<file path="config.mk">
export PLATFORM = sky130hd
export DESIGN_NAME = ifsb_bank
export DESIGN_NICKNAME = d
export VERILOG_FILES = /design/src/hdl/ifsb_pkg.sv /design/src/hdl/ifsb_flag_reg.sv /design/src/hdl/ifsb_wb_slave.sv /design/src/hdl/ifsb_bank.sv
export VERILOG_INCLUDE_DIRS = /design/src /design/src/hdl
export SDC_FILE = /design/constraint.sdc
export NUM_CORES = 1
export LEC_CHECK = 0
export ABC_AREA = 1
export ABC_CLOCK_PERIOD_IN_PS = 1200
export BUFFER_PORTS_ARGS = -buffer_cell sky130_fd_sc_hd__buf_4
export CAP_MARGIN = 20
export CORE_UTILIZATION = 25
export CTS_CLUSTER_SIZE = 8
export DETAILED_ROUTE_END_ITERATION = 7
export MAX_ROUTING_LAYER = met4
export PLACE_DENSITY = 0.46
export SLEW_MARGIN = 10
export SYNTH_ARGS = -nofsm -noshare
export SYNTH_HDL_FRONTEND = slang
export SYNTH_HIERARCHICAL = 1
export SYNTH_SLANG_ARGS = --single-unit
</file>
<file path="constraint.sdc">
create_clock -name clk_i -period 1.2 [get_ports clk_i]
set_input_delay 0.12 -clock clk_i [delete_from_list [all_inputs] [get_ports clk_i]]
set_output_delay 0.12 -clock clk_i [all_outputs]
set_load 0.01 [all_outputs]
</file>
<file path="src/hdl/ifsb_defs.svh">
// constants for the interrupt flag status bank: offsets, bit positions, masks
// Function
// - set flag0 bit 2 on output compare one request; zero until then
// - set flag0 bit 1 on input capture one request; zero means none
// - set flag0 bit 0 on external pin zero request; zero otherwise
// - set flag1 bits 15, 14, 13 on comparators three, two, one
// - set flag1 bit 11 on input change notification request
// - set flag1 bits 6 to 3 on pwm generators four to one
// - set flag1 bit 2 on pwm special event match
// - set flag1 bit 1 for pin two, bit 0 for pin one
// - flag1 bit 12 and bits 10 to 7 read zero, ignore writes
// - set flag2 bits 10 to 5 on conversion pairs five to zero done
`ifndef IFSB_DEFS_SVH
`define IFSB_DEFS_SVH

// ==========================================================
// register byte offsets on the bus
`define IFSB_OFS_FLAG0 8'h00
`define IFSB_OFS_FLAG1 8'h04
`define IFSB_OFS_FLAG2 8'h08

// ==========================================================
// width and reset value of every flag register
`define IFSB_FLAG_W     16
`define IFSB_FLAG_RESET 16'h0000

// ==========================================================
// implemented bits of each register; everything else reads zero
`define IFSB_MASK0 16'h0007
`define IFSB_MASK1 16'hE87F
`define IFSB_MASK2 16'h07E1

// ==========================================================
// flag0 bit positions
`define IFSB_B0_COMPARE_ONE 2
`define IFSB_B0_CAPTURE_ONE 1
`define IFSB_B0_EXT_PIN_ZERO 0

// ==========================================================
// flag1 bit positions
`define IFSB_B1_COMP_THREE 15
`define IFSB_B1_COMP_TWO 14
`define IFSB_B1_COMP_ONE 13
`define IFSB_B1_PIN_CHANGE 11
`define IFSB_B1_PWM_FOUR 6
`define IFSB_B1_PWM_THREE 5
`define IFSB_B1_PWM_TWO 4
`define IFSB_B1_PWM_ONE 3
`define IFSB_B1_PWM_SPECIAL 2
`define IFSB_B1_EXT_PIN_TWO 1
`define IFSB_B1_EXT_PIN_ONE 0

// ==========================================================
// flag2 bit positions
`define IFSB_B2_PAIR_ZERO 5
`define IFSB_B2_COMP_FOUR 0

`endif

</file>
<file path="src/hdl/ifsb_pkg.sv">
// types shared by the interrupt flag status bank files
package ifsb_pkg;

  // ==========================================================
  // the three flag registers as seen by the cpu interrupt logic
  typedef struct packed {
    logic [15:0] flag2;
    logic [15:0] flag1;
    logic [15:0] flag0;
  } ifsb_flags_s;

  // ==========================================================
  // register selected by an address
  typedef enum logic [1:0] {
    IFSB_SEL_FLAG0 = 2'h0,
    IFSB_SEL_FLAG1 = 2'h1,
    IFSB_SEL_FLAG2 = 2'h2,
    IFSB_SEL_NONE  = 2'h3
  } ifsb_sel_e;

  // ==========================================================
  // state of one flag register
  typedef struct packed {
    logic [15:0] flags;
  } ifsb_flag_state_s;

  // ==========================================================
  // state of the bus slave
  typedef struct packed {
    logic        ack;
    logic [31:0] dat;
  } ifsb_wb_state_s;

  // ==========================================================
  // pin synchroniser and edge detector for the three external pins
  typedef struct packed {
    logic [2:0] meta;
    logic [2:0] sync;
    logic [2:0] prev;
  } ifsb_pin_state_s;

endpackage : ifsb_pkg

</file>
<file path="src/hdl/ifsb_flag_reg.sv">
// one sticky flag register: hardware sets, software writes per byte lane
`timescale 1ns/100ps
`default_nettype none
`include "ifsb_defs.svh"

module ifsb_flag_reg #(
  parameter logic [15:0] IMPL_MASK = 16'hFFFF  // implemented bits
) (
  input  wire logic        clk_i,     // system clock
  input  wire logic        rst_i,     // sync reset, high
  input  wire logic [15:0] set_i,     // hardware set requests
  input  wire logic        wr_i,      // software write strobe
  input  wire logic [1:0]  be_i,      // byte lanes of the write
  input  wire logic [15:0] wdata_i,   // write data
  output logic      [15:0] flags_o    // current flags
);

  ifsb_pkg::ifsb_flag_state_s st;
  ifsb_pkg::ifsb_flag_state_s next_st;
  logic [15:0] lane;

  // ==========================================================
  // write then set: an event in the clearing cycle is not lost
  always_comb begin
    lane = {{8{be_i[1]}}, {8{be_i[0]}}};
    next_st = st;
    if (wr_i) begin
      next_st.flags = (st.flags & ~lane) | (wdata_i & lane);
    end
    next_st.flags = (next_st.flags | set_i) & IMPL_MASK;
  end

  // ==========================================================
  // state register
  always_ff @(posedge clk_i) begin
    if (rst_i) begin
      st.flags <= `IFSB_FLAG_RESET;
    end else begin
      st <= next_st;
    end
  end

  assign flags_o = st.flags;

endmodule : ifsb_flag_reg

`default_nettype wire

</file>
<file path="src/hdl/ifsb_wb_slave.sv">
// classic wishbone slave handshake with registered read data
`timescale 1ns/100ps
`default_nettype none

module ifsb_wb_slave (
  input  wire logic        clk_i,     // system clock
  input  wire logic        rst_i,     // sync reset, high
  input  wire logic        cyc_i,     // bus cycle
  input  wire logic        stb_i,     // strobe
  input  wire logic        we_i,      // write enable
  input  wire logic [31:0] rdata_i,   // read data from the bank
  output logic             ack_o,     // acknowledge
  output logic      [31:0] dat_o,     // read data, registered
  output logic             wr_o       // write commits this edge
);

  ifsb_pkg::ifsb_wb_state_s st;
  ifsb_pkg::ifsb_wb_state_s next_st;
  logic                     req;

  // ==========================================================
  // answer one cycle after the request; ack drops the cycle after
  always_comb begin
    req = cyc_i & stb_i;
    next_st = st;
    next_st.ack = req & ~st.ack;
    if (req & ~st.ack) begin
      next_st.dat = we_i ? 32'h0000_0000 : rdata_i;
    end
  end

  // ==========================================================
  // state register
  always_ff @(posedge clk_i) begin
    if (rst_i) begin
      st.ack <= 1'b0;
      st.dat <= 32'h0000_0000;
    end else begin
      st <= next_st;
    end
  end

  // write lands on the edge the master sees ack, not before
  assign wr_o  = cyc_i & stb_i & we_i & st.ack;
  assign ack_o = st.ack;
  assign dat_o = st.dat;

endmodule : ifsb_wb_slave

`default_nettype wire

</file>
<file path="src/hdl/ifsb_bank.sv">
// interrupt flag status bank: three sticky flag registers on wishbone
//
// Local design decisions: the Wishbone interface to the registers and the register offsets.
`timescale 1ns/100ps
`default_nettype none
`include "ifsb_defs.svh"

module ifsb_bank #(
  parameter int ADR_W = 8  // byte address width
) (
  input  wire logic             clk_i,            // system clock, 20 MHz
  input  wire logic             rst_i,            // sync reset, high
  // wishbone slave
  input  wire logic             wb_cyc_i,         // bus cycle
  input  wire logic             wb_stb_i,         // strobe
  input  wire logic             wb_we_i,          // write enable
  input  wire logic [ADR_W-1:0] wb_adr_i,         // byte address
  input  wire logic [3:0]       wb_sel_i,         // byte selects
  input  wire logic [31:0]      wb_dat_i,         // write data
  output logic      [31:0]      wb_dat_o,         // read data
  output logic                  wb_ack_o,         // acknowledge
  // on-chip sources, same clock, high while requesting
  input  wire logic             compare_one_i,    // output compare one
  input  wire logic             capture_one_i,    // input capture one
  input  wire logic [3:0]       comparator_i,     // comparators four..one
  input  wire logic             pin_change_i,     // change notification
  input  wire logic [3:0]       pwm_gen_i,        // pwm generators four..one
  input  wire logic             pwm_special_i,    // pwm special event match
  input  wire logic [5:0]       conv_pair_i,      // conversion pairs five..zero
  // external pins, asynchronous, rising edge requests
  input  wire logic [2:0]       ext_pin_i,        // pins two, one, zero
  // to the cpu interrupt logic
  output ifsb_pkg::ifsb_flags_s flags_o           // all flag registers
);

  // ==========================================================
  // address decode, shared by read mux and write strobes
  function automatic ifsb_pkg::ifsb_sel_e decode(input logic [ADR_W-1:0] adr);
    logic [7:0] a;
    a = 8'(adr);
    unique case (a)
      `IFSB_OFS_FLAG0: decode = ifsb_pkg::IFSB_SEL_FLAG0;
      `IFSB_OFS_FLAG1: decode = ifsb_pkg::IFSB_SEL_FLAG1;
      `IFSB_OFS_FLAG2: decode = ifsb_pkg::IFSB_SEL_FLAG2;
      default:         decode = ifsb_pkg::IFSB_SEL_NONE;
    endcase
  endfunction : decode

  ifsb_pkg::ifsb_pin_state_s pin;
  ifsb_pkg::ifsb_pin_state_s next_pin;
  ifsb_pkg::ifsb_sel_e       sel;
  logic [2:0]                pin_rise;
  logic [15:0]               set0;
  logic [15:0]               set1;
  logic [15:0]               set2;
  logic [15:0]               f0;
  logic [15:0]               f1;
  logic [15:0]               f2;
  logic [31:0]               rdata;
  logic                      wr;
  logic [2:0]                wr_reg;

  // ==========================================================
  // pin synchroniser: meta feeds only sync, edges seen on sync/prev
  always_comb begin
    next_pin = pin;
    next_pin.meta = ext_pin_i;
    next_pin.sync = pin.meta;
    next_pin.prev = pin.sync;
  end

  always_ff @(posedge clk_i) begin
    if (rst_i) begin
      pin.meta <= 3'h0;
      pin.sync <= 3'h0;
      pin.prev <= 3'h0;
    end else begin
      pin <= next_pin;
    end
  end

  // a held pin requests once; software may clear while it stays high
  assign pin_rise = pin.sync & ~pin.prev;

  // ==========================================================
  // flag0 set vector
  always_comb begin
    set0 = 16'h0000;
    set0[`IFSB_B0_COMPARE_ONE]  = compare_one_i;
    set0[`IFSB_B0_CAPTURE_ONE]  = capture_one_i;
    set0[`IFSB_B0_EXT_PIN_ZERO] = pin_rise[0];
  end

  // ==========================================================
  // flag1 set vector
  always_comb begin
    set1 = 16'h0000;
    set1[`IFSB_B1_COMP_THREE]  = comparator_i[2];
    set1[`IFSB_B1_COMP_TWO]    = comparator_i[1];
    set1[`IFSB_B1_COMP_ONE]    = comparator_i[0];
    set1[`IFSB_B1_PIN_CHANGE]  = pin_change_i;
    set1[`IFSB_B1_PWM_FOUR]    = pwm_gen_i[3];
    set1[`IFSB_B1_PWM_THREE]   = pwm_gen_i[2];
    set1[`IFSB_B1_PWM_TWO]     = pwm_gen_i[1];
    set1[`IFSB_B1_PWM_ONE]     = pwm_gen_i[0];
    set1[`IFSB_B1_PWM_SPECIAL] = pwm_special_i;
    set1[`IFSB_B1_EXT_PIN_TWO] = pin_rise[2];
    set1[`IFSB_B1_EXT_PIN_ONE] = pin_rise[1];
  end

  // ==========================================================
  // flag2 set vector; pairs occupy six adjacent bits
  always_comb begin
    set2 = 16'h0000;
    set2[`IFSB_B2_PAIR_ZERO +: 6] = conv_pair_i;
    set2[`IFSB_B2_COMP_FOUR]      = comparator_i[3];
  end

  // ==========================================================
  // bus slave and write strobes per register
  assign sel = decode(wb_adr_i);

  ifsb_wb_slave u_wb (
    .clk_i   (clk_i),
    .rst_i   (rst_i),
    .cyc_i   (wb_cyc_i),
    .stb_i   (wb_stb_i),
    .we_i    (wb_we_i),
    .rdata_i (rdata),
    .ack_o   (wb_ack_o),
    .dat_o   (wb_dat_o),
    .wr_o    (wr)
  );

  // unmapped writes are acked and dropped
  always_comb begin
    wr_reg = 3'h0;
    unique case (sel)
      ifsb_pkg::IFSB_SEL_FLAG0: wr_reg[0] = wr;
      ifsb_pkg::IFSB_SEL_FLAG1: wr_reg[1] = wr;
      ifsb_pkg::IFSB_SEL_FLAG2: wr_reg[2] = wr;
      ifsb_pkg::IFSB_SEL_NONE:  wr_reg = 3'h0;
    endcase
  end

  // ==========================================================
  // the three flag registers; unimplemented bits masked inside
  ifsb_flag_reg #(
    .IMPL_MASK (`IFSB_MASK0)
  ) u_flag0 (
    .clk_i   (clk_i),
    .rst_i   (rst_i),
    .set_i   (set0),
    .wr_i    (wr_reg[0]),
    .be_i    (wb_sel_i[1:0]),
    .wdata_i (wb_dat_i[15:0]),
    .flags_o (f0)
  );

  ifsb_flag_reg #(
    .IMPL_MASK (`IFSB_MASK1)
  ) u_flag1 (
    .clk_i   (clk_i),
    .rst_i   (rst_i),
    .set_i   (set1),
    .wr_i    (wr_reg[1]),
    .be_i    (wb_sel_i[1:0]),
    .wdata_i (wb_dat_i[15:0]),
    .flags_o (f1)
  );

  ifsb_flag_reg #(
    .IMPL_MASK (`IFSB_MASK2)
  ) u_flag2 (
    .clk_i   (clk_i),
    .rst_i   (rst_i),
    .set_i   (set2),
    .wr_i    (wr_reg[2]),
    .be_i    (wb_sel_i[1:0]),
    .wdata_i (wb_dat_i[15:0]),
    .flags_o (f2)
  );

  // ==========================================================
  // read mux: upper half and unmapped addresses read zero
  always_comb begin
    rdata = 32'h0000_0000;
    unique case (sel)
      ifsb_pkg::IFSB_SEL_FLAG0: rdata[15:0] = f0;
      ifsb_pkg::IFSB_SEL_FLAG1: rdata[15:0] = f1;
      ifsb_pkg::IFSB_SEL_FLAG2: rdata[15:0] = f2;
      ifsb_pkg::IFSB_SEL_NONE:  rdata = 32'h0000_0000;
    endcase
  end

  // ==========================================================
  // flags to the cpu interrupt logic come straight from flip-flops
  // one driver for the whole struct; member order is flag2, flag1, flag0
  assign flags_o = {f2, f1, f0};

endmodule : ifsb_bank

`default_nettype wire

</file>
==> metrics.md, run 1 <==
| Metric | Value |
|---|---|
| I/O pins | 151 |
| Seq pwr share | 38.7% |
| CP Launch Type | flip-flop |
| Critical Path Sink | u_flag1/flags_o[14] |
| Min Hold Slack | 0.0633 ns |
| Die W | 125 um |
| Clk_lat worst skew | 0.34 ns |
| Critical path buffers and inverters | 4 |
| Req. time, crit path | 1.44 ns |
| Layout Cells excl Fill | 918 |
| Routed WL per cell | 12.0 um |
| Max VDD drop | 0.000546 V |
| Net Sw Frac | 28.2% |
| DRC | 10 |
| Die Span Y | 125 um |
| Final WS setup | -0.0182 ns |
| Initial DRC count | 179 |
| Critical path's slowest cell | dfxtp_2 |
| Crit Path Max Fanout | 5 |
| H-tree Lvls | 3 |
| Clock sink count | 63 |
| Failing checks | design-rule violations, negative setup slack |
| Fillcell total | 1605 |
| Fin Setup TNS | -0.0255 ns |
| Fin crit share | 102% |
| Crit end category | flip-flop |
| Combinational share of power | 16.7% |
| Placer Congestion | 0.777 |
| Maximum clock insertion buffer count | 2 |
| Setup slack, reg-to-reg | -0.02 ns |
| Hold path start | pin_change_i |
| Unrepaired setup endpoints after global routing | true |
| First-pass GRT wire length | 17.7 mm |
| Post-synthesis instance area | 0.00377 mm2 |
| Via count | 3649 |
| Synthesized netlist cell count | 597 |
| Slowest stage delay, CP | 0.33 ns |
| FMAX | 0.821 GHz |
| TritonCTS buffer count | 9 |
| Outcome | finished, violations left |
| CTS tree | yes |
| Clock root cell | clkbuf_16 |
| Psw | 0.00169 W |
| Syn. warnings | 6 |
| WP depth | 10 |
| DP Wirelength | 8.42 mm |
| Core ar. | 0.0146 mm2 |
| Syn Area/Cell | 6.32 um2 |
| Sequential area share after synthesis | 33.4% |
| Power per cell area | 1130 mW/mm2 |
| FF-to-FF path depth | 10 |
| Register area | 0.00126 mm2 |
| Number of max-cap violations | 0 |
| Final-report max-slew violation count | 0 |
| Crit path kind | flip-flop to flip-flop |
| Drt total wl | 11.0 mm |
| Largest net degree at the start of global routing | 40 |
| Starting Density | 25.8% |
| Layout Nets | 799 |
| Antenna violations before repair | 0 |
| Dpl cell area | 0.00479 mm2 |
| Vias per cell | 3.97 |
| Synthesis-to-layout area growth | 41.1% |
| IO buf count | 104 |
| Layout cells sized above 1 | 29.4% |
| Antenna diodes | 0 |
| Vias in the first global route | 3511 |
| Final instance area | 0.00532 mm2 |
| Clock power frac | 44.6% |
| Area of the multi-input gates | 0.00192 mm2 |
| Cell Rows | 44 |
| Die area | 0.0156 mm2 |
| RR Endpoint | u_flag1/flags_o[14] |
| Netlist cell types | 20 |
| Min Tclk post-route | 1.22 ns |
| Setup crit start | u_wb/ack_o |
| Gr usage total | 15.1% |
| Clock skew | 0.00653 ns |
| Dpl cells | 897 |
| Overflow after GRT | 0 |
| Int Pwr | 0.00430 W |
| FF+latch count, synth | 63 |
| Fin. Hold Viols | 0 |
| DR pass1 iterations | 6 |
| Arrival time worst endpoint | 1.46 ns |
| Cell chain of the critical path | inv_2 -> nor2_4 -> inv_4 -> nor2_4 -> buf_6 -> nand2_4 -> nand2_1 -> nand3_1 -> nand2_1 -> inv_1 |
| Static Leak | 3.02 nW |
| Hold Path Class | input pin to flip-flop |
| Delay-heaviest family, CP | simple AND/OR/NAND/NOR gates |
| Reg clk slew, reported paths | 0.06 ns |
| RR Startpoint | u_wb/ack_o |
| Pre-CTS setup slack | -0.225 ns |
| Endpoints failing setup | 5 |
| Antenna-violating nets left | 0 |
registers in the layout (all words and copies together) (netlist names):
signal           cells
u_wb/dat_o          32
u_flag1/flags_o     11
u_flag2/flags_o      7
next_pin             6
pin                  3
u_flag0/flags_o      3
u_wb/ack_o           1
power groups by stage:
stage	clock, W	sequential (W)	combinational (W)
floorplan	0	0.00239	0.000526
global placement	0	0.00236	0.000934
detailed placement	0	0.00237	0.000940
CTS	0.00276	0.00232	0.000964
global route	0.00286	0.00234	0.00112
finish	0.00267	0.00232	0.00100
layout make-up:
class,count,share of cell area [%]
Multi-Input combinational cell,388,36.1
Sequential cell,63,23.7
Timing Repair Buffer,134,20.5
Inverter,133,9.57
Tap cell,184,4.33
Clock buffer,9,4.23
Clock inverter,7,1.50
routing by layer:
layer  wire length [um]  global-route usage (%)
met5                  0                       -
met3                689                    3.35
met2               5340                    24.6
met1               4810                    17.9
met4                185                    6.67
worst min path at each step:
| stage | end | slack (ns) | depth (start not counted) |
|---|---|---|---|
| floorplan | u_wb/ack_o | 0.19 | 1 |
| global placement | next_pin[3] | 0.33 | 3 |
| detailed placement | next_pin[5] | 0.33 | 3 |
| CTS | u_flag1/flags_o[13] | 0.04 | 5 |
| global route | u_flag1/flags_o[13] | 0.07 | 5 |
| finish | u_flag1/flags_o[11] | 0.06 | 5 |
worst reg2reg max path: cells and delay by family (launching register included):
kind                   cells  cell delay (ns)
DFF                        1             0.33
and+or+nand+nor            6             0.48
buffers and inverters      4             0.31
synth_stat cells:
cell type    n  area [um2]
nand2_2      4        25.0
nor2_1     114         428
buf_6        5        56.3
conb_1       4        15.0
nand3_2     11         110
inv_1      125         469
nor2_4       2        22.5
buf_4       32         240
nor2_8       1        20.0
inv_2        6        22.5
inv_4        1        6.26
buf_2       11        55.1
dfxtp_1     63        1260
nand2_1    119         447
buf_12       1        20.0
nand3_4      1        17.5
nand3_1     81         405
nand2_4     12         135
clkinv_1     1        3.75
clkbuf_1     3        11.3
cells by family (layout without fill, tap and decap cells):
group | count (synthesis) | count (layout) | share of synthesized area, %
buffers and inverters | 185 | 283 | 23.5
DFF | 63 | 63 | 33.4
other | 4 | 43 | 0.398
and+or+nand+nor | 345 | 345 | 42.7
cell usage in the layout, fill, tap and decap left out, types with 2 or more instances in the layout:
| cell type | instances |
|---|---|
| nor2_4 | 5 |
| inv_4 | 4 |
| inv_1 | 123 |
| nand3_1 | 69 |
| nor2_1 | 110 |
| clkbuf_16 | 10 |
| nand2_1 | 107 |
| clkinv_4 | 2 |
| nand3_4 | 2 |
| dfxtp_1 | 62 |
| clkinvlp_4 | 2 |
| nand2_4 | 15 |
| conb_1 | 43 |
| buf_12 | 3 |
| nand3_2 | 22 |
| dlygate4sd3_1 | 3 |
| inv_2 | 5 |
| buf_6 | 6 |
| nand2_2 | 12 |
| buf_4 | 121 |
| inv_6 | 2 |
metrics by stage:
stage               power (W)  util (%)
floorplan             0.00292         -
global placement      0.00330      32.7
detailed placement    0.00331      32.7
CTS                   0.00605      35.6
global route          0.00632      36.3
finish                0.00599      36.3
repair_timing:
action,4_1_cts,5_1_grt
setup endpoints to repair,21,22
gates resized for setup,23,20
gates cloned,0,1
hold buffers,3,0
pin swaps,8,0
setup buffers,1,0
endpoints found under the hold margin,3,0
Note: power is estimated with default switching activity, not from simulation.
==> run 2, diff against run 1 <==
--- a/constraint.sdc
+++ b/constraint.sdc
@@ -3,2 +3,2 @@
 set_output_delay 0.12 -clock clk_i [all_outputs]
-set_load 0.01 [all_outputs]
+set_load 0.02 [all_outputs]
==> run 2 against run 1 <==
Against the previous run:
- the flow still finishes with violations (design-rule violations, negative setup slack)
- combinational power increased by 20%
- first-iteration DRC count decreased by 14%
- maximum frequency decreased by 2.3%
- critical path type unchanged
- worst hold slack got worse by 0.0078 ns
- clock skew decreased by 0.0017 ns
- sequential share of layout area decreased by 0.87 points
- routed wire length increased by 6.1%
- register-to-register slack got worse by 0.03 ns
- clock-buffer cell count unchanged
- non-clock buffer count increased by 7
- critical endpoint is now u_flag1/flags_o[6]
- largest power group unchanged
- sequential power about the same
- cell area increased by 3.8%
==> metrics.md, run 2 (same netlist as run 1, synthesis figures left out) <==
| Metric | Value |
|---|---|
| TritonCTS buffer count | 9 |
| Vias per cell | 4.04 |
| Maximum clock insertion buffer count | 2 |
| Failing checks | design-rule violations, negative setup slack |
| Clk_lat worst skew | 0.34 ns |
| Power per cell area | 1080 mW/mm2 |
| Final WS setup | -0.0469 ns |
| Setup crit start | u_wb/ack_o |
| Synthesis-to-layout area growth | 46.4% |
| Final-report max-slew violation count | 0 |
| Most frequent cells in the layout | inv_1 (123), buf_4 (121), nor2_1 (103), nand2_1 (100), nand3_1 (64) |
| Unrepaired setup endpoints after global routing | true |
| Min Tclk post-route | 1.25 ns |
| DRC | 6 |
| Static Leak | 3.07 nW |
| Reg clk slew, reported paths | 0.06 ns |
| CTS tree | yes |
| Commonest non-fill, non-tap cell in the layout | inv_1 |
| GR met3 Demand/Resource | 3.26% |
| Dpl cell area | 0.00479 mm2 |
| Starting Density | 25.8% |
| Antenna diodes | 0 |
| Crit path kind | flip-flop to flip-flop |
| H-tree Lvls | 3 |
| Min Hold Slack | 0.0556 ns |
| FF-to-FF path depth | 10 |
| FMAX | 0.802 GHz |
| Die Span Y | 125 um |
| Total Power | 0.00599 W |
| Fillcell total | 1595 |
| RR Startpoint | u_wb/ack_o |
| Layout Nets | 807 |
| Largest net degree at the start of global routing | 39 |
| Crit Path Max Fanout | 7 |
| Fin. Hold Viols | 0 |
| Number of max-cap violations | 0 |
| I/O pins | 151 |
| Max FFs per register | 32 |
| First-pass GRT wire length | 17.7 mm |
| Die W | 125 um |
| Outcome | finished, violations left |
| Core ar. | 0.0146 mm2 |
| Area of the multi-input gates | 0.00202 mm2 |
| Register area | 0.00126 mm2 |
| Initial DRC count | 154 |
| Met2 global-route usage | 24.3% |
| Layout cells sized above 1 | 32.7% |
| GR peak layer | met2 |
| Endpoints failing setup | 20 |
| Drt total wl | 11.7 mm |
| Fin crit share | 104% |
| Cell Rows | 44 |
| Pre-CTS setup slack | -0.249 ns |
| DR pass1 iterations | 6 |
| Hold Path Class | input pin to flip-flop |
| Max VDD drop | 0.000571 V |
| Critical Path Sink | u_flag1/flags_o[6] |
| Die area | 0.0156 mm2 |
| Clock sink count | 63 |
| Setup slack, reg-to-reg | -0.05 ns |
| Clock root cell | clkbuf_16 |
| Final instance area | 0.00552 mm2 |
| Routed WL per cell | 12.6 um |
| M1 GR Usage | 18.2% |
| IO buf count | 104 |
| Crit end category | flip-flop |
| Gr usage total | 15.2% |
| Antenna violations before repair | 0 |
| Clock skew | 0.00481 ns |
| Via count | 3743 |
| RR Endpoint | u_flag1/flags_o[6] |
| Vias in the first global route | 3481 |
| Overflow after GRT | 0 |
| Antenna-violating nets left | 0 |
| CP Launch Type | flip-flop |
| DP Wirelength | 8.46 mm |
| Req. time, crit path | 1.49 ns |
| Placer Congestion | 0.854 |
| Arrival time worst endpoint | 1.53 ns |
## run 2: cell types whose count changed in the layout (fill, tap and decap cells not counted)
cell | previous run | this run
buf_6 | 6 | 9
buf_8 | 0 | 1
bufinv_16 | 1 | 0
clkbuf_16 | 10 | 13
clkinvlp_4 | 2 | 3
nand2_1 | 107 | 100
nand2_2 | 12 | 17
nand2_4 | 15 | 17
nand3_1 | 69 | 64
nand3_2 | 22 | 26
nand3_4 | 2 | 4
nor2_1 | 110 | 103
nor2_2 | 1 | 7
nor2_4 | 5 | 6
## run 2: layout make-up
cell class	instances	share of cell area, %
clock buffer	9	4.08
tap	184	4.17
timing repair buffer	141	22.0
multi-input combinational	389	36.6
clock inverter	7	1.04
inverter	133	9.22
sequential	63	22.9
## run 2: power breakdown
part	total, W	switching [W]	leakage (nW)	internal, W
Combinational	0.00120	0.000706	2.42	0.000494
Clock	0.00246	0.00104	0.129	0.00142
Sequential	0.00233	0.000105	0.521	0.00223
Total	0.00599	0.00185	3.07	0.00414
## run 2: repair_timing
action,4_1_cts,5_1_grt
cloned,0,7
pin swaps,11,8
hold buffers,3,0
endpoints found under the hold margin,3,0
setup buffers,2,2
setup endpoints to repair,22,41
gates resized for setup,33,36
## run 2: critical path, stage by stage, from the launching register on
cell and delay (ns):
dfxtp_2 0.33, inv_2 0.05, nor2_4 0.11, inv_4 0.07
nor2_4 0.13, buf_6 0.15, buf_12 0.12, nand3_1 0.07
nand3_1 0.08, nand2_1 0.05, inv_1 0.06
## run 2: worst min path at each step
stage,from,to,slack (ns),cells past startpoint
after floorplan,rst_i,u_wb/ack_o,0.18,1
after global placement,ext_pin_i[1],next_pin[4],0.32,3
after detailed placement,ext_pin_i[0],next_pin[3],0.33,3
after CTS,comparator_i[2],u_flag1/flags_o[15],0.04,5
after global routing,comparator_i[1],u_flag1/flags_o[14],0.06,5
final,comparator_i[1],u_flag1/flags_o[14],0.06,5
## run 2: routing by layer
layer / vias to the layer above / part of all wire (%)
li1: 1960 / -
met1: 1673 / 45
met2: 89 / 48
met3: 21 / 4.4
met4: 0 / 2.4
met5: - / 0
## run 2: metrics by stage
stage,TNS [ns],util [%],instances
after global placement,-5.65,32.7,897
after CTS,-0.314,35.8,918
after floorplan,-0.00195,-,636
after global routing,-3.81,37.7,926
final,-0.440,37.7,926
after detailed placement,-5.57,32.7,897
